## src/logic/bps_pkg.sv

```systemverilog
package bps_pkg;

	// Transaction type codes.
	typedef enum logic [1:0]
	{
		BPS_TT_READ    = 2'b00,
		BPS_TT_POSTED  = 2'b01,
		BPS_TT_DELAYED = 2'b10,
		BPS_TT_NONE    = 2'b11
	} bps_ttype_t;

	// Direction codes.
	localparam logic BPS_DIR_DOWN = 1'b0;
	localparam logic BPS_DIR_UP   = 1'b1;

	// Bus where an error was seen.
	localparam logic BPS_BUS_PRI = 1'b0;
	localparam logic BPS_BUS_SEC = 1'b1;

	// Reset value of every status bit.
	localparam logic BPS_STAT_RESET = 1'b0;

	// Active level of the parity-error pins (low true).
	localparam logic BPS_PIN_ASSERTED = 1'b0;

endpackage

```

## src/logic/bps_parity_status.sv

```systemverilog
`timescale 1ns/1ps

// Function
// The secondary detected-parity bit is set on a secondary-bus parity error regardless of either response enable.
// The secondary detected-parity bit is set only for downstream reads, upstream posted writes or upstream delayed writes seen on the secondary bus.
// The primary master data-parity bit is set only while the bridge is master on the primary bus.
// The primary master data-parity bit is set only when the primary response enable is one.
// As primary master, the primary parity-error pin asserted or an own primary-bus detection triggers the primary master data-parity bit.
// The primary master data-parity bit is set for primary-bus errors in upstream reads, posted writes and delayed writes, ignoring the secondary enable.
// The secondary master data-parity bit is set only while the bridge is master on the secondary bus.
// The secondary master data-parity bit is set only when the secondary response enable is one.
// As secondary master, the secondary parity-error pin asserted or an own secondary-bus detection triggers the secondary master data-parity bit.
// The secondary master data-parity bit is set for secondary-bus errors in downstream reads, posted writes and delayed writes, ignoring the primary enable.
// The primary detected-parity bit is set for primary-bus errors in upstream reads, downstream posted writes and downstream delayed writes, independent of both enables.
// Each status bit stays set until software writes a one to it or reset clears it, and a set beats a clear.
module bps_parity_status
	import bps_pkg::*;
(
	// Clock, reset and enable.
	input  wire logic       core_clk,
	input  wire logic       rst_b,
	input  wire logic       clk_en,
	// Transaction context.
	input  wire logic [1:0] trans_type,
	input  wire logic       trans_dir,
	// Parity errors detected by the bridge itself.
	input  wire logic       pri_parity_det,
	input  wire logic       sec_parity_det,
	// Bridge is master on each bus.
	input  wire logic       pri_master,
	input  wire logic       sec_master,
	// Parity-error pins as sampled, active low.
	input  wire logic       primary_parity_err_pin,
	input  wire logic       secondary_parity_err_pin,
	// Response enables.
	input  wire logic       pri_perr_resp_en,
	input  wire logic       sec_perr_resp_en,
	// Write-one-to-clear strobes.
	input  wire logic       clr_pri_det,
	input  wire logic       clr_sec_det,
	input  wire logic       clr_pri_mdp,
	input  wire logic       clr_sec_mdp,
	// Status bits.
	output logic            pri_det_parity,
	output logic            sec_det_parity,
	output logic            pri_master_dpar,
	output logic            sec_master_dpar
);

	logic set_pri_det;
	logic set_sec_det;
	logic set_pri_mdp;
	logic set_sec_mdp;
	logic is_read;
	logic is_write;
	logic pri_pin_seen;
	logic sec_pin_seen;

	assign is_read      = (trans_type == BPS_TT_READ);
	assign is_write     = (trans_type == BPS_TT_POSTED) || (trans_type == BPS_TT_DELAYED);
	assign pri_pin_seen = (primary_parity_err_pin == BPS_PIN_ASSERTED);
	assign sec_pin_seen = (secondary_parity_err_pin == BPS_PIN_ASSERTED);

	// Primary detected bit, enables ignored.
	// upstream read or downstream write
	assign set_pri_det = pri_parity_det &&
		((is_read && trans_dir == BPS_DIR_UP) || (is_write && trans_dir == BPS_DIR_DOWN));

	// no enable in the term
	// secondary bus combinations
	assign set_sec_det = sec_parity_det &&
		((is_read && trans_dir == BPS_DIR_DOWN) || (is_write && trans_dir == BPS_DIR_UP));

	// The master bits cover every traffic type the bridge masters on that bus; the
	// direction is implied by which bus the bridge masters, and it is checked anyway.
	// primary master only
	// primary enable gate
	// pin or own detection
	// upstream only
	assign set_pri_mdp = pri_master && pri_perr_resp_en &&
		(pri_pin_seen || pri_parity_det) &&
		(is_read || is_write) && (trans_dir == BPS_DIR_UP);

	// secondary master only
	// secondary enable gate
	// pin or own detection
	// downstream only
	assign set_sec_mdp = sec_master && sec_perr_resp_en &&
		(sec_pin_seen || sec_parity_det) &&
		(is_read || is_write) && (trans_dir == BPS_DIR_DOWN);

	// Sticky update: a set in the same cycle as a clear wins, so no event is lost.
	function automatic logic sticky(input logic cur, input logic set, input logic clr);
		sticky = set | (cur & ~clr);
	endfunction

	// sticky primary detected
	always_ff @(posedge core_clk)
	begin
		if (!rst_b)
			pri_det_parity <= BPS_STAT_RESET;
		else if (clk_en)
			pri_det_parity <= sticky(pri_det_parity, set_pri_det, clr_pri_det);
	end

	// sticky secondary detected
	always_ff @(posedge core_clk)
	begin
		if (!rst_b)
			sec_det_parity <= BPS_STAT_RESET;
		else if (clk_en)
			sec_det_parity <= sticky(sec_det_parity, set_sec_det, clr_sec_det);
	end

	// sticky primary master
	always_ff @(posedge core_clk)
	begin
		if (!rst_b)
			pri_master_dpar <= BPS_STAT_RESET;
		else if (clk_en)
			pri_master_dpar <= sticky(pri_master_dpar, set_pri_mdp, clr_pri_mdp);
	end

	// sticky secondary master
	always_ff @(posedge core_clk)
	begin
		if (!rst_b)
			sec_master_dpar <= BPS_STAT_RESET;
		else if (clk_en)
			sec_master_dpar <= sticky(sec_master_dpar, set_sec_mdp, clr_sec_mdp);
	end
endmodule

```

## config.mk

```make
export PLATFORM = sky130hd
export DESIGN_NAME = bps_parity_status
export DESIGN_NICKNAME = d
export VERILOG_FILES = /design/src/logic/bps_pkg.sv /design/src/logic/bps_parity_status.sv
export SDC_FILE = /design/constraint.sdc
export NUM_CORES = 1
export LEC_CHECK = 0
export BUFFER_PORTS_ARGS = -buffer_cell sky130_fd_sc_hd__buf_2
export CAP_MARGIN = 20
export CORE_AREA = 2 2 39 41
export CTS_CLUSTER_SIZE = 20
export DETAILED_ROUTE_END_ITERATION = 10
export DIE_AREA = 0 0 41 43
export HOLD_SLACK_MARGIN = 0.05
export PLACE_DENSITY = 0.44
export SYNTH_ARGS = -nofsm -noshare
export SYNTH_HDL_FRONTEND = slang
export SYNTH_SLANG_ARGS = --single-unit
```

## constraint.sdc

```tcl
create_clock -name core_clk -period 2.4 [get_ports core_clk]
set_input_delay 0.48 -clock core_clk [delete_from_list [all_inputs] [get_ports core_clk]]
set_output_delay 0.48 -clock core_clk [all_outputs]
set_load 0.02 [all_outputs]
```

==> results of run 1 <==
cell usage after synthesis:
cell type / instances / area, sq um
and4b_1: 1 / 10.0
nand3_1: 2 / 10.0
o2bb2ai_1: 2 / 17.5
nand2b_1: 2 / 12.5
and4_1: 1 / 8.76
inv_1: 2 / 7.51
nor2b_1: 1 / 6.26
dfxtp_1: 4 / 80.1
a21boi_0: 4 / 30.0
mux2i_1: 2 / 20.0
ha_1: 2 / 25.0
a32o_1: 2 / 20.0
cell usage in the layout, fill, tap and decap left out:
cell type / count
o2bb2ai_1: 2
nor2b_1: 1
and4_1: 1
and4b_1: 1
nand2b_1: 2
ha_1: 2
a32o_1: 2
buf_2: 21
mux2i_1: 2
dfxtp_1: 4
a21boi_0: 4
clkbuf_4: 3
inv_1: 2
nand3_1: 2
cell families (layout without fill, tap and decap cells):
family	count (synthesis)	in the layout
AO/OA/AOI/OAI	8	8
AND/OR/NAND/NOR	7	7
flip-flops	4	4
adder cells (fa/ha/maj)	2	2
multiplexers	2	2
buffers and inverters	2	26
final cells by class:
| cell class | count | share of cell area |
|---|---|---|
| sequential | 4 | 0.203 |
| clock buffer | 3 | 0.0570 |
| tap | 16 | 0.0506 |
| inverter | 2 | 0.0190 |
| timing repair buffer | 21 | 0.266 |
| multi-input combinational | 19 | 0.405 |
worst min path at each step:
stage                         startpoint             end  slack, ps  depth (start not counted)
after floorplan                    rst_b  pri_det_parity        600                          1
after global placement    sec_det_parity  sec_det_parity        570                          2
after detailed placement  pri_det_parity  pri_det_parity        570                          2
after CTS                 sec_parity_det  sec_det_parity        530                          3
after global routing      sec_parity_det  sec_det_parity        540                          3
final                     pri_parity_det  pri_det_parity        530                          3
power breakdown:
| part | switching, W | internal, W |
|---|---|---|
| combinational | 0.0000174 | 0.0000192 |
| clock | 0.0000265 | 0.0000559 |
| sequential | 0.000000926 | 0.0000693 |
per-stage QoR:
stage                     setup slack [ps]  hold slack, ps  std cells
final                                 1210             528         65
after global routing                  1150             535         65
after CTS                             1200             525         65
after detailed placement              1150             567         62
after global placement                1160             572         62
after floorplan                       1300             597         25
metal layers:
layer  share of wire  vias up  global-route usage
met5               0        -                   0
met4               0        0              0.0200
met3            0.13        0              0.0785
met2            0.38       18               0.122
met1            0.49      114               0.113
li1                -      145                   -
registers in the layout, summed over array words and instances (netlist names):
register and cells:
sec_det_parity 1, pri_master_dpar 1, sec_master_dpar 1, pri_det_parity 1
==> key figures, run 1 <==
Yosys
  – Post-Syn Nets: 45
  – Syn_area_per_cell: 9.91 sq um
  – Post-synthesis adder-cell area fraction: 0.101
  – Fraction of the yosys area taken by sequential cells: 0.323
  – Share of the synthesized netlist area taken by xor and xnor gates: 0
  – Dominant combinational cell family by area after synthesis: compound AO/OA/AOI/OAI gates
  – Simple-gate portion of the synthesized area: 0.192
  – Synthesized-area fraction occupied by ao, oa, aoi and oai cells: 0.273
  – Yosys synthesis warning count: 0
  – Count of cell types in the netlist: 12
  – Mapped cell area: 248 sq um
  – Yosys reg bits: 4
  – Portion of netlist area occupied by mux cells: 0.0808
  – Number of cells produced by synthesis: 25

GRT
  – Vias in the first global route: 261
  – Wire length of the first global-routing pass: 1060 um
  – Largest net degree at the start of global routing: 9
  – All-layer global routing usage: 0.0925
  – Antenna violations before repair: 0
  – Final global-route overflow total: 0

Clock tree
  – Post-CTS setup-driven buffer insertion count: 0
  – Clock-pin transition on the worst setup and hold timing paths: 30 ps
  – Count of clock tree sinks: 4
  – H-tree lvl count: 1
  – Number of resized instances in the post-cts repair step: 0
  – TritonCTS clock tree: done
  – TritonCTS buffer count: 3
  – Cell at the root of the clock tree: clkbuf_4
  – Total of hold buffers inserted after clock tree synthesis: 0
  – Later-pin clock latency in the skew report: 230 ps
  – Max clock buf depth: 2

Routing
  – Per-cell routed wire length: between 10 and 15 um
  – Routed Antenna Nets: 0
  – Detailed-route wire length: about 670 um
  – Via total after detailed routing: ~280
  – DRC errors left: 0
  – Via density per instance: 4.26
  – Initial DRC count: 0
  – Drt first pass iters: 1

Die
  – Count of pins on the block boundary: 22
  – Area of the die: 1760 sq um
  – Effective utilization at floorplan: 0.179
  – Die outline width: ~41 um
  – Die H: 43 um
  – CORE AREA: roughly 1400 sq um
  – Number of core rows: 14

Setup path
  – Stage delay of the slowest cell on the critical path: 310 ps
  – Required @ worst endpoint: 1920 ps
  – Worst-path cell chain: buf_2
  – Startpoint class of the critical path: register
  – Destination of the critical timing path: sec_det_parity
  – Combined buffer and inverter count along the critical path: 1
  – Reg2reg end: sec_master_dpar
  – Worst Setup SP: sec_det_parity
  – Worst reg2reg setup slack: ~1700 ps
  – Master of the slowest instance on the critical path: dfxtp_1
  – Family of cells with the greatest summed delay on the critical path: flip-flops
  – Cell count of the worst reg-to-reg path: 2
  – Kind of end point of the critical path: output port
  – Number of logic stages on the critical path including buffering: 1
  – Data arrival time of the critical path: 710 ps
  – RR Startpoint: sec_master_dpar
  – Biggest fanout along the worst timing path: 2
  – Worst setup path class: reg -> out

Final layout
  – Multi-input gate area: 160 sq um
  – Fraction of the core area covered by cells at the end of the flow: 0.286
  – Total number of nets in the final design: 71
  – Layout fillers: 160
  – Share of cells above drive strength 1: 0.490
  – Post-route cell area: between 300 and 400 sq um
  – Area growth, synth to finish: 59.6%
  – Combined flip-flop and latch cell area: 80.1 sq um
  – Number of antenna cells inserted: 0

Timing
  – Setup repair after global routing missed its margin: false
  – Highest clock rate: 0.842 GHz
  – Setup-violating endpoint count in the final report: 0
  – Final slew viol count: 0
  – Worst slew margin: 0.882
  – Slew at the pin with the worst max-slew slack: 176 ps
  – Fin crit share: 0.495
  – Shortest period the worst path allows: 1190 ps
  – Clock tree skew after final layout: 0 ps
  – Final hold violation count: 0
  – Total Neg Setup Slack: 0 ps

Power
  – Post-route total power: 0.000189 W
  – IR Drop Worst-Case VDD: 0.000301 V
  – Power per cell area: around 480 nW/um^2
  – Static leakage power: a little over 0.2 nW

Min path
  – Worst hold-check path type: in -> reg

Place
  – Port buffer count: 21
  – Placed Area: approximately 370 sq um
  – Final Wtd Congestion: around 0.60

Status
  – Outcome: completed

Flow run
  – # Max-Cap Violations: 0
(Power assumes the default switching activity.)
==> run 2, diff against run 1 <==
--- a/config.mk
+++ b/config.mk
@@ -5,6 +5,7 @@
 export SDC_FILE = /design/constraint.sdc
 export NUM_CORES = 1
 export LEC_CHECK = 0
+export ABC_AREA = 1
 export BUFFER_PORTS_ARGS = -buffer_cell sky130_fd_sc_hd__buf_2
 export CAP_MARGIN = 20
 export CORE_AREA = 2 2 39 41
@@ -12,7 +13,7 @@
 export DETAILED_ROUTE_END_ITERATION = 10
 export DIE_AREA = 0 0 41 43
 export HOLD_SLACK_MARGIN = 0.05
-export PLACE_DENSITY = 0.44
+export PLACE_DENSITY = 0.46
 export SYNTH_ARGS = -nofsm -noshare
 export SYNTH_HDL_FRONTEND = slang
 export SYNTH_SLANG_ARGS = --single-unit
==> constraint.sdc (replaced) <==
create_clock -name core_clk -period 1.2 [get_ports core_clk]
set_input_delay 0.24 -clock core_clk [delete_from_list [all_inputs] [get_ports core_clk]]
set_output_delay 0.24 -clock core_clk [all_outputs]
set_load 0.02 [all_outputs]
==> run 2 against run 1 <==
- largest cell class unchanged
- register-to-register slack worse by 1000 ps
- critical path type unchanged
- final area up 5.7%
- worst setup slack worse by 960 ps
- first-iteration DRC count up 4
- global-route usage down 1.6 points
- routed wire length down 6.3%
- worst hold slack worse by 250 ps
- sequential share of layout area down 1.1 points
- synthesized area up 11%
==> key figures, run 2 <==
Status
  – Outcome: completed (unchanged)

Timing
  – Shortest period the worst path allows: 943 ps
  – Setup-violating endpoint count in the final report: 0 (unchanged)
  – Final slew viol count: 0 (unchanged)
  – Fin crit share: 0.786
  – Slew at the pin with the worst max-slew slack: 134 ps (was 176 ps)
  – Setup repair after global routing missed its margin: false (unchanged)
  – Worst slew margin: 0.910 (was 0.882)
  – Highest clock rate: 1.06 GHz
  – Clock tree skew after final layout: 0 ps (unchanged)
  – Total Neg Setup Slack: 0 ps (unchanged)
  – Smallest hold slack: 282 ps (was 528 ps)
  – Final hold violation count: 0 (unchanged)
  – Post-layout worst setup margin: 257 ps (was 1210 ps)

Setup path
  – Worst setup path class: reg -> out (unchanged)
  – Biggest fanout along the worst timing path: 2 (unchanged)
  – Combined buffer and inverter count along the critical path: 1 (unchanged)
  – RR Startpoint: pri_det_parity (was sec_master_dpar)
  – Startpoint class of the critical path: register (unchanged)
  – Reg2reg end: pri_det_parity (was sec_master_dpar)
  – Worst Setup SP: pri_det_parity (was sec_det_parity)
  – Worst-path cell chain: buf_2 (unchanged)
  – Data arrival time of the critical path: 700 ps (was 710 ps)
  – Family of cells with the greatest summed delay on the critical path: flip-flops (unchanged)
  – Required @ worst endpoint: 960 ps (was 1920 ps)
  – Cell count of the worst reg-to-reg path: 2 (unchanged)
  – Worst reg2reg setup slack: 630 ps (was 1680 ps)
  – Kind of end point of the critical path: output port (unchanged)
  – Stage delay of the slowest cell on the critical path: 310 ps (about the same)
  – Master of the slowest instance on the critical path: dfxtp_1 (unchanged)

Clock tree
  – Number of resized instances in the post-cts repair step: 0 (unchanged)
  – Count of clock tree sinks: 4 (unchanged)
  – TritonCTS clock tree: done (unchanged)
  – Post-CTS setup-driven buffer insertion count: 0 (unchanged)
  – Total of hold buffers inserted after clock tree synthesis: 0 (unchanged)
  – H-tree lvl count: 1 (unchanged)
  – Cell at the root of the clock tree: clkbuf_4 (unchanged)
  – Clock-pin transition on the worst setup and hold timing paths: 40 ps (was 30 ps)
  – TritonCTS buffer count: 3 (unchanged)
  – Later-pin clock latency in the skew report: 230 ps (about the same)
  – Max clock buf depth: 2 (unchanged)

Place
  – Post-detailed-placement half-perimeter wirelength: between 500 and 600 um
  – Worst slack, placed: 173 ps (was 1150 ps)
  – Port buffer count: 21 (unchanged)
  – Final Wtd Congestion: 0.669 (was 0.603)

Final layout
  – Total number of nets in the final design: 92 (was 71)
  – Share of cells above drive strength 1: 0.343 (was 0.490)
  – Multi-input gate area: 153 sq um (was 160 sq um)
  – Layout fillers: 158 (was 160)
  – Number of antenna cells inserted: 0 (unchanged)
  – Most frequent cells in the layout: buf_2, nand2_1, inv_1 (was buf_2, a21boi_0, dfxtp_1)
  – Combined flip-flop and latch cell area: 80.1 sq um (unchanged)
  – Area growth, synth to finish: 51.8% (was 59.6%)
  – Most common cell after layout, fill and taps aside: buf_2 (unchanged)

GRT
  – All-layer global routing usage: 0.0762 (was 0.0925)
  – Wire length of the first global-routing pass: 910 um (was 1060 um)
  – Largest net degree at the start of global routing: 9 (unchanged)
  – Antenna violations before repair: 0 (unchanged)
  – Vias in the first global route: 296 (was 261)
  – Final global-route overflow total: 0 (unchanged)

Die
  – Die outline width: 41 um (unchanged)
  – Count of pins on the block boundary: 22 (unchanged)
  – CORE AREA: 1380 sq um (unchanged)
  – Die H: 43 um (unchanged)
  – Number of core rows: 14 (unchanged)
  – Effective utilization at floorplan: 0.199 (was 0.179)
  – Area of the die: 1760 sq um (unchanged)

Min path
  – HP Start: clr_sec_mdp (was pri_parity_det)
  – Worst Hold Depth: 4 (was 3)
  – Worst hold-check path type: in -> reg (unchanged)
  – End point of the worst hold path: sec_master_dpar (was pri_det_parity)

Yosys
  – Syn_area_per_cell: 5.86 sq um (was 9.91 sq um)
  – Top cell type's share of synthesized area: 0.291 (was 0.323)
  – Count of cell types in the netlist: 8 (was 12)
  – Yosys synthesis warning count: 0 (unchanged)
  – Synth top area cells: dfxtp_1, nand2_1, inv_1, a21oi_1, ha_1 (was dfxtp_1, a21boi_0, ha_1, a32o_1, mux2i_1)
  – Fraction of the yosys area taken by sequential cells: 0.291 (was 0.323)
  – EDFF count, synth: 0 (unchanged)
  – Yosys reg bits: 4 (unchanged)
  – Cell accounting for the most synthesized area: dfxtp_1 (unchanged)
  – Number of cells produced by synthesis: 47 (was 25)
  – Dominant cell by count in the synthesized netlist: nand2_1
  – Post-Syn Nets: 67 (was 45)
  – Top cell types by occurrence after synthesis: nand2_1, inv_1, a21oi_1 (was a21boi_0, dfxtp_1)
  – Predominant post-synthesis flop cell: dfxtp_1 (unchanged)
  – Mapped cell area: 275 sq um (was 248 sq um)
  – Synth async-reset ratio: 0 (unchanged)

Routing
  – Initial DRC count: 4 (was 0)
  – Routed Antenna Nets: 0 (unchanged)
  – Drt first pass iters: 2 (was 1)
  – Per-cell routed wire length: 7.24 um (was 10.2 um)
  – DRC errors left: 0 (unchanged)
  – Detailed-route wire length: 623 um (was 665 um)
  – Via density per instance: 3.84 (was 4.26)
  – Via total after detailed routing: 330 (was 277)

Power
  – IR Drop Worst-Case VDD: 0.000164 V (was 0.000301 V)
  – Static leakage power: 0.249 nW (was 0.205 nW)
  – Power per cell area: 920 nW/um^2 (was 478 nW/um^2)

Flow run
  – # Max-Cap Violations: 0 (unchanged)
==> run 2: routing by layer <==
metal,wire (um),part of all wire,global-route usage,up-vias
met5,0,0,0,-
met4,0,0,0.0800,0
met3,40,0.064,0,0
met2,324,0.52,0.144,9
met1,258,0.41,0.0577,136
li1,-,-,-,185
==> run 2: final cells by class <==
class,count,share of cell area
clock buffers,3,0.0539
inverters,10,0.0898
multi-input cells,32,0.365
flip-flops and latches,4,0.192
well taps,16,0.0479
repair buffers,21,0.251
==> run 2: worst max-delay path by stage <==
stage,slack [ps],endpoint,cells past startpoint
2_1_floorplan,330,pri_det_parity,6
3_3_place_gp,180,pri_det_parity,7
3_5_place_dp,170,pri_det_parity,7
4_1_cts,240,sec_master_dpar,1
5_1_grt,220,sec_master_dpar,1
6_report,260,pri_det_parity,1
==> run 2: per-stage QoR <==
| step | std cells | util | cell area, sq um | total power [W] |
|---|---|---|---|---|
| after global placement | 83 | 0.286 | 395 | 0.000224 |
| after detailed placement | 83 | 0.286 | 395 | 0.000225 |
| after floorplan | 47 | - | 275 | 0.000186 |
| after global routing | 86 | 0.302 | 418 | 0.000409 |
| final | 86 | 0.302 | 418 | 0.000384 |
| after CTS | 86 | 0.302 | 418 | 0.000396 |
==> run 2: power by group <==
group          total (W)  internal, W  switching, W
registers       0.000141     0.000139    0.00000191
logic          0.0000812    0.0000390     0.0000422
clock network   0.000163     0.000112     0.0000509
total           0.000384     0.000289     0.0000950
==> run 2: logic make-up (layout without fill, tap and decap cells) <==
family                   Yosys count  in the layout  share of synthesized area
AO/OA/AOI/OAI                      6              6                      0.109
AND/OR/NAND/NOR                   24             24                      0.355
adder cells (fa/ha/maj)            2              2                     0.0909
flip-flops                         4              4                      0.291
buffers and inverters             11             34                      0.155
==> run 3, diff against run 2 <==
--- a/config.mk
+++ b/config.mk
@@ -13,7 +13,7 @@
 export DETAILED_ROUTE_END_ITERATION = 10
 export DIE_AREA = 0 0 41 43
 export HOLD_SLACK_MARGIN = 0.05
-export PLACE_DENSITY = 0.46
+export PLACE_DENSITY = 0.47
 export SYNTH_ARGS = -nofsm -noshare
 export SYNTH_HDL_FRONTEND = slang
 export SYNTH_SLANG_ARGS = --single-unit
==> constraint.sdc (replaced) <==
create_clock -name core_clk -period 0.8 [get_ports core_clk]
set_input_delay 0.16 -clock core_clk [delete_from_list [all_inputs] [get_ports core_clk]]
set_output_delay 0.16 -clock core_clk [all_outputs]
set_load 0.02 [all_outputs]
==> run 3 against run 2 <==
- largest cell class unchanged
- clock skew did not move
- critical path type unchanged
- first-iteration DRC count grew 25%
- worst hold slack worse by 94 ps
- global-route usage up 2.0 points
- final area increased by 7.2%
- highest routed layer unchanged
- the flow now finishes with violations (setup timing)
- total power rose by 54%
==> key figures, run 3 (same netlist as run 2, synthesis figures left out) <==
Status
  – Outcome: finished with violations (was completed)
  – Violated checks: setup timing

Flow run
  – # Max-Cap Violations: 0 (unchanged)

Routing
  – Per-cell routed wire length: 7.53 um (was 7.24 um)
  – Via total after detailed routing: 350 (was 330)
  – Routed Antenna Nets: 0 (unchanged)
  – Detailed-route wire length: 648 um (was 623 um)
  – DRC errors left: 0 (unchanged)
  – Initial DRC count: 5 (was 4)
  – Via density per instance: 4.07 (was 3.84)
  – Drt first pass iters: 3 (was 2)

Timing
  – Shortest period the worst path allows: 831 ps
  – Post-layout worst setup margin: -30.9 ps (was 257 ps)
  – Worst slew margin: 0.905 (was 0.910)
  – Final hold violation count: 0 (unchanged)
  – Clock tree skew after final layout: 0 ps (unchanged)
  – Setup repair after global routing missed its margin: true (was false)
  – Total Neg Setup Slack: -118 ps (was 0 ps)
  – Smallest hold slack: 188 ps (was 282 ps)
  – Final slew viol count: 0 (unchanged)
  – Fin crit share: 1.04
  – Highest clock rate: approximately 1.2 GHz
  – Slew at the pin with the worst max-slew slack: 142 ps (was 134 ps)
  – Setup-violating endpoint count in the final report: 4 (was 0)

Setup path
  – Worst-path cell chain: buf_6 (was buf_2)
  – Stage delay of the slowest cell on the critical path: 310 ps (about the same)
  – Data arrival time of the critical path: 670 ps (was 700 ps)
  – Biggest fanout along the worst timing path: 2 (unchanged)
  – Combined buffer and inverter count along the critical path: 1 (unchanged)
  – Worst setup path class: reg -> out (unchanged)
  – Kind of end point of the critical path: output port (unchanged)
  – Worst Setup SP: sec_det_parity (was pri_det_parity)
  – RR Startpoint: sec_master_dpar (was pri_det_parity)
  – Required @ worst endpoint: 640 ps (was 960 ps)
  – Family of cells with the greatest summed delay on the critical path: flip-flops (unchanged)
  – Master of the slowest instance on the critical path: dfxtp_2 (was dfxtp_1)
  – Startpoint class of the critical path: register (unchanged)

Die
  – CORE AREA: 1380 sq um (unchanged)
  – Effective utilization at floorplan: 0.199 (unchanged)
  – Die H: 43 um (unchanged)
  – Area of the die: 1760 sq um (unchanged)
  – Count of pins on the block boundary: 22 (unchanged)
  – Number of core rows: 14 (unchanged)
  – Die outline width: 41 um (unchanged)

Final layout
  – Most common cell after layout, fill and taps aside: nand2_1 (was buf_2)
  – Layout fillers: 166 (was 158)
  – Area growth, synth to finish: 62.7% (was 51.8%)
  – Number of antenna cells inserted: 0 (unchanged)
  – Total number of nets in the final design: 92 (unchanged)
  – Share of cells above drive strength 1: 0.400 (was 0.343)
  – Most frequent cells in the layout: nand2_1, buf_2, inv_1 (was buf_2, nand2_1, inv_1)
  – Multi-input gate area: 153 sq um (unchanged)
  – Fraction of the core area covered by cells at the end of the flow: 0.324 (was 0.302)
  – Combined flip-flop and latch cell area: 85.1 sq um (was 80.1 sq um)

Clock tree
  – Post-CTS setup-driven buffer insertion count: 0 (unchanged)
  – Clock-pin transition on the worst setup and hold timing paths: 40 ps (about the same)
  – Later-pin clock latency in the skew report: 230 ps (about the same)
  – TritonCTS buffer count: 3 (unchanged)
  – Count of clock tree sinks: 4 (unchanged)
  – Total of hold buffers inserted after clock tree synthesis: 0 (unchanged)
  – Max clock buf depth: 2 (unchanged)
  – H-tree lvl count: 1 (unchanged)
  – Cell at the root of the clock tree: clkbuf_4 (unchanged)
  – TritonCTS clock tree: done (unchanged)

GRT
  – Vias in the first global route: 300 (was 296)
  – Largest net degree at the start of global routing: 9 (unchanged)
  – Antenna violations before repair: 0 (unchanged)
  – All-layer global routing usage: 0.0963 (was 0.0762)
  – Final global-route overflow total: 0 (unchanged)
  – Wire length of the first global-routing pass: 1130 um (was 910 um)

Place
  – Final Wtd Congestion: 0.664 (was 0.669)
  – Post-detailed-placement half-perimeter wirelength: 545 um (was 542 um)
  – Port buffer count: 21 (unchanged)
  – Worst slack, placed: -143 ps (was 173 ps)

Min path
  – Worst hold-check path type: in -> reg (unchanged)
  – HP Start: clr_pri_det (was clr_sec_mdp)

Power
  – Power per cell area: 1320 nW/um^2 (was 920 nW/um^2)
  – IR Drop Worst-Case VDD: 0.000752 V (was 0.000164 V)
  – Static leakage power: 0.254 nW (was 0.249 nW)
  – Post-route total power: 0.000593 W (was 0.000384 W)
==> run 3: cell type report <==
type                            count  area share
Timing Repair Buffer               21       0.291
Clock buffer                        3      0.0503
Tap cell                           16      0.0447
Inverter                           10      0.0838
Multi-Input combinational cell     32       0.341
Sequential cell                     4       0.190
==> run 3: per-stage QoR <==
step / instance area [sq um] / cells
3_5_place_dp: 395 / 83
6_report: 448 / 86
4_1_cts: 448 / 86
5_1_grt: 448 / 86
3_3_place_gp: 395 / 83
2_1_floorplan: 275 / 47
==> run 3: repair_timing <==
action	in CTS	in global routing
gates resized for setup	12	0
endpoints found under the hold margin	0	0
setup endpoints to repair	4	4
==> run 3: layer usage <==
| metal | share of wire | wire, um | global-route usage |
|---|---|---|---|
| met4 | 0 | 0 | 0.0400 |
| met1 | 0.43 | 281 | 0.125 |
| met5 | 0 | 0 | 0 |
| met3 | 0.10 | 67 | 0.0628 |
| met2 | 0.46 | 299 | 0.122 |
==> run 3: tightest hold or removal path, delay by kind of cell <==
kind	cells	cell delay (ps)
buffers and inverters	1	80
AO/OA/AOI/OAI	1	50
AND/OR/NAND/NOR	2	90
==> run 3: path summary, 6_finish.rpt <==
check	endpoint	slack [ps]	cells after the start
max	sec_det_parity	-30	1
min	pri_det_parity	190	4
max reg2reg	sec_master_dpar	220	2
min reg2reg	pri_det_parity	470	2
==> run 3: report_power, final <==
group	switching, W	internal [W]	total [W]
Clock	0.0000814	0.000168	0.000249
Combinational	0.0000631	0.0000668	0.000130
Sequential	0.00000493	0.000209	0.000214
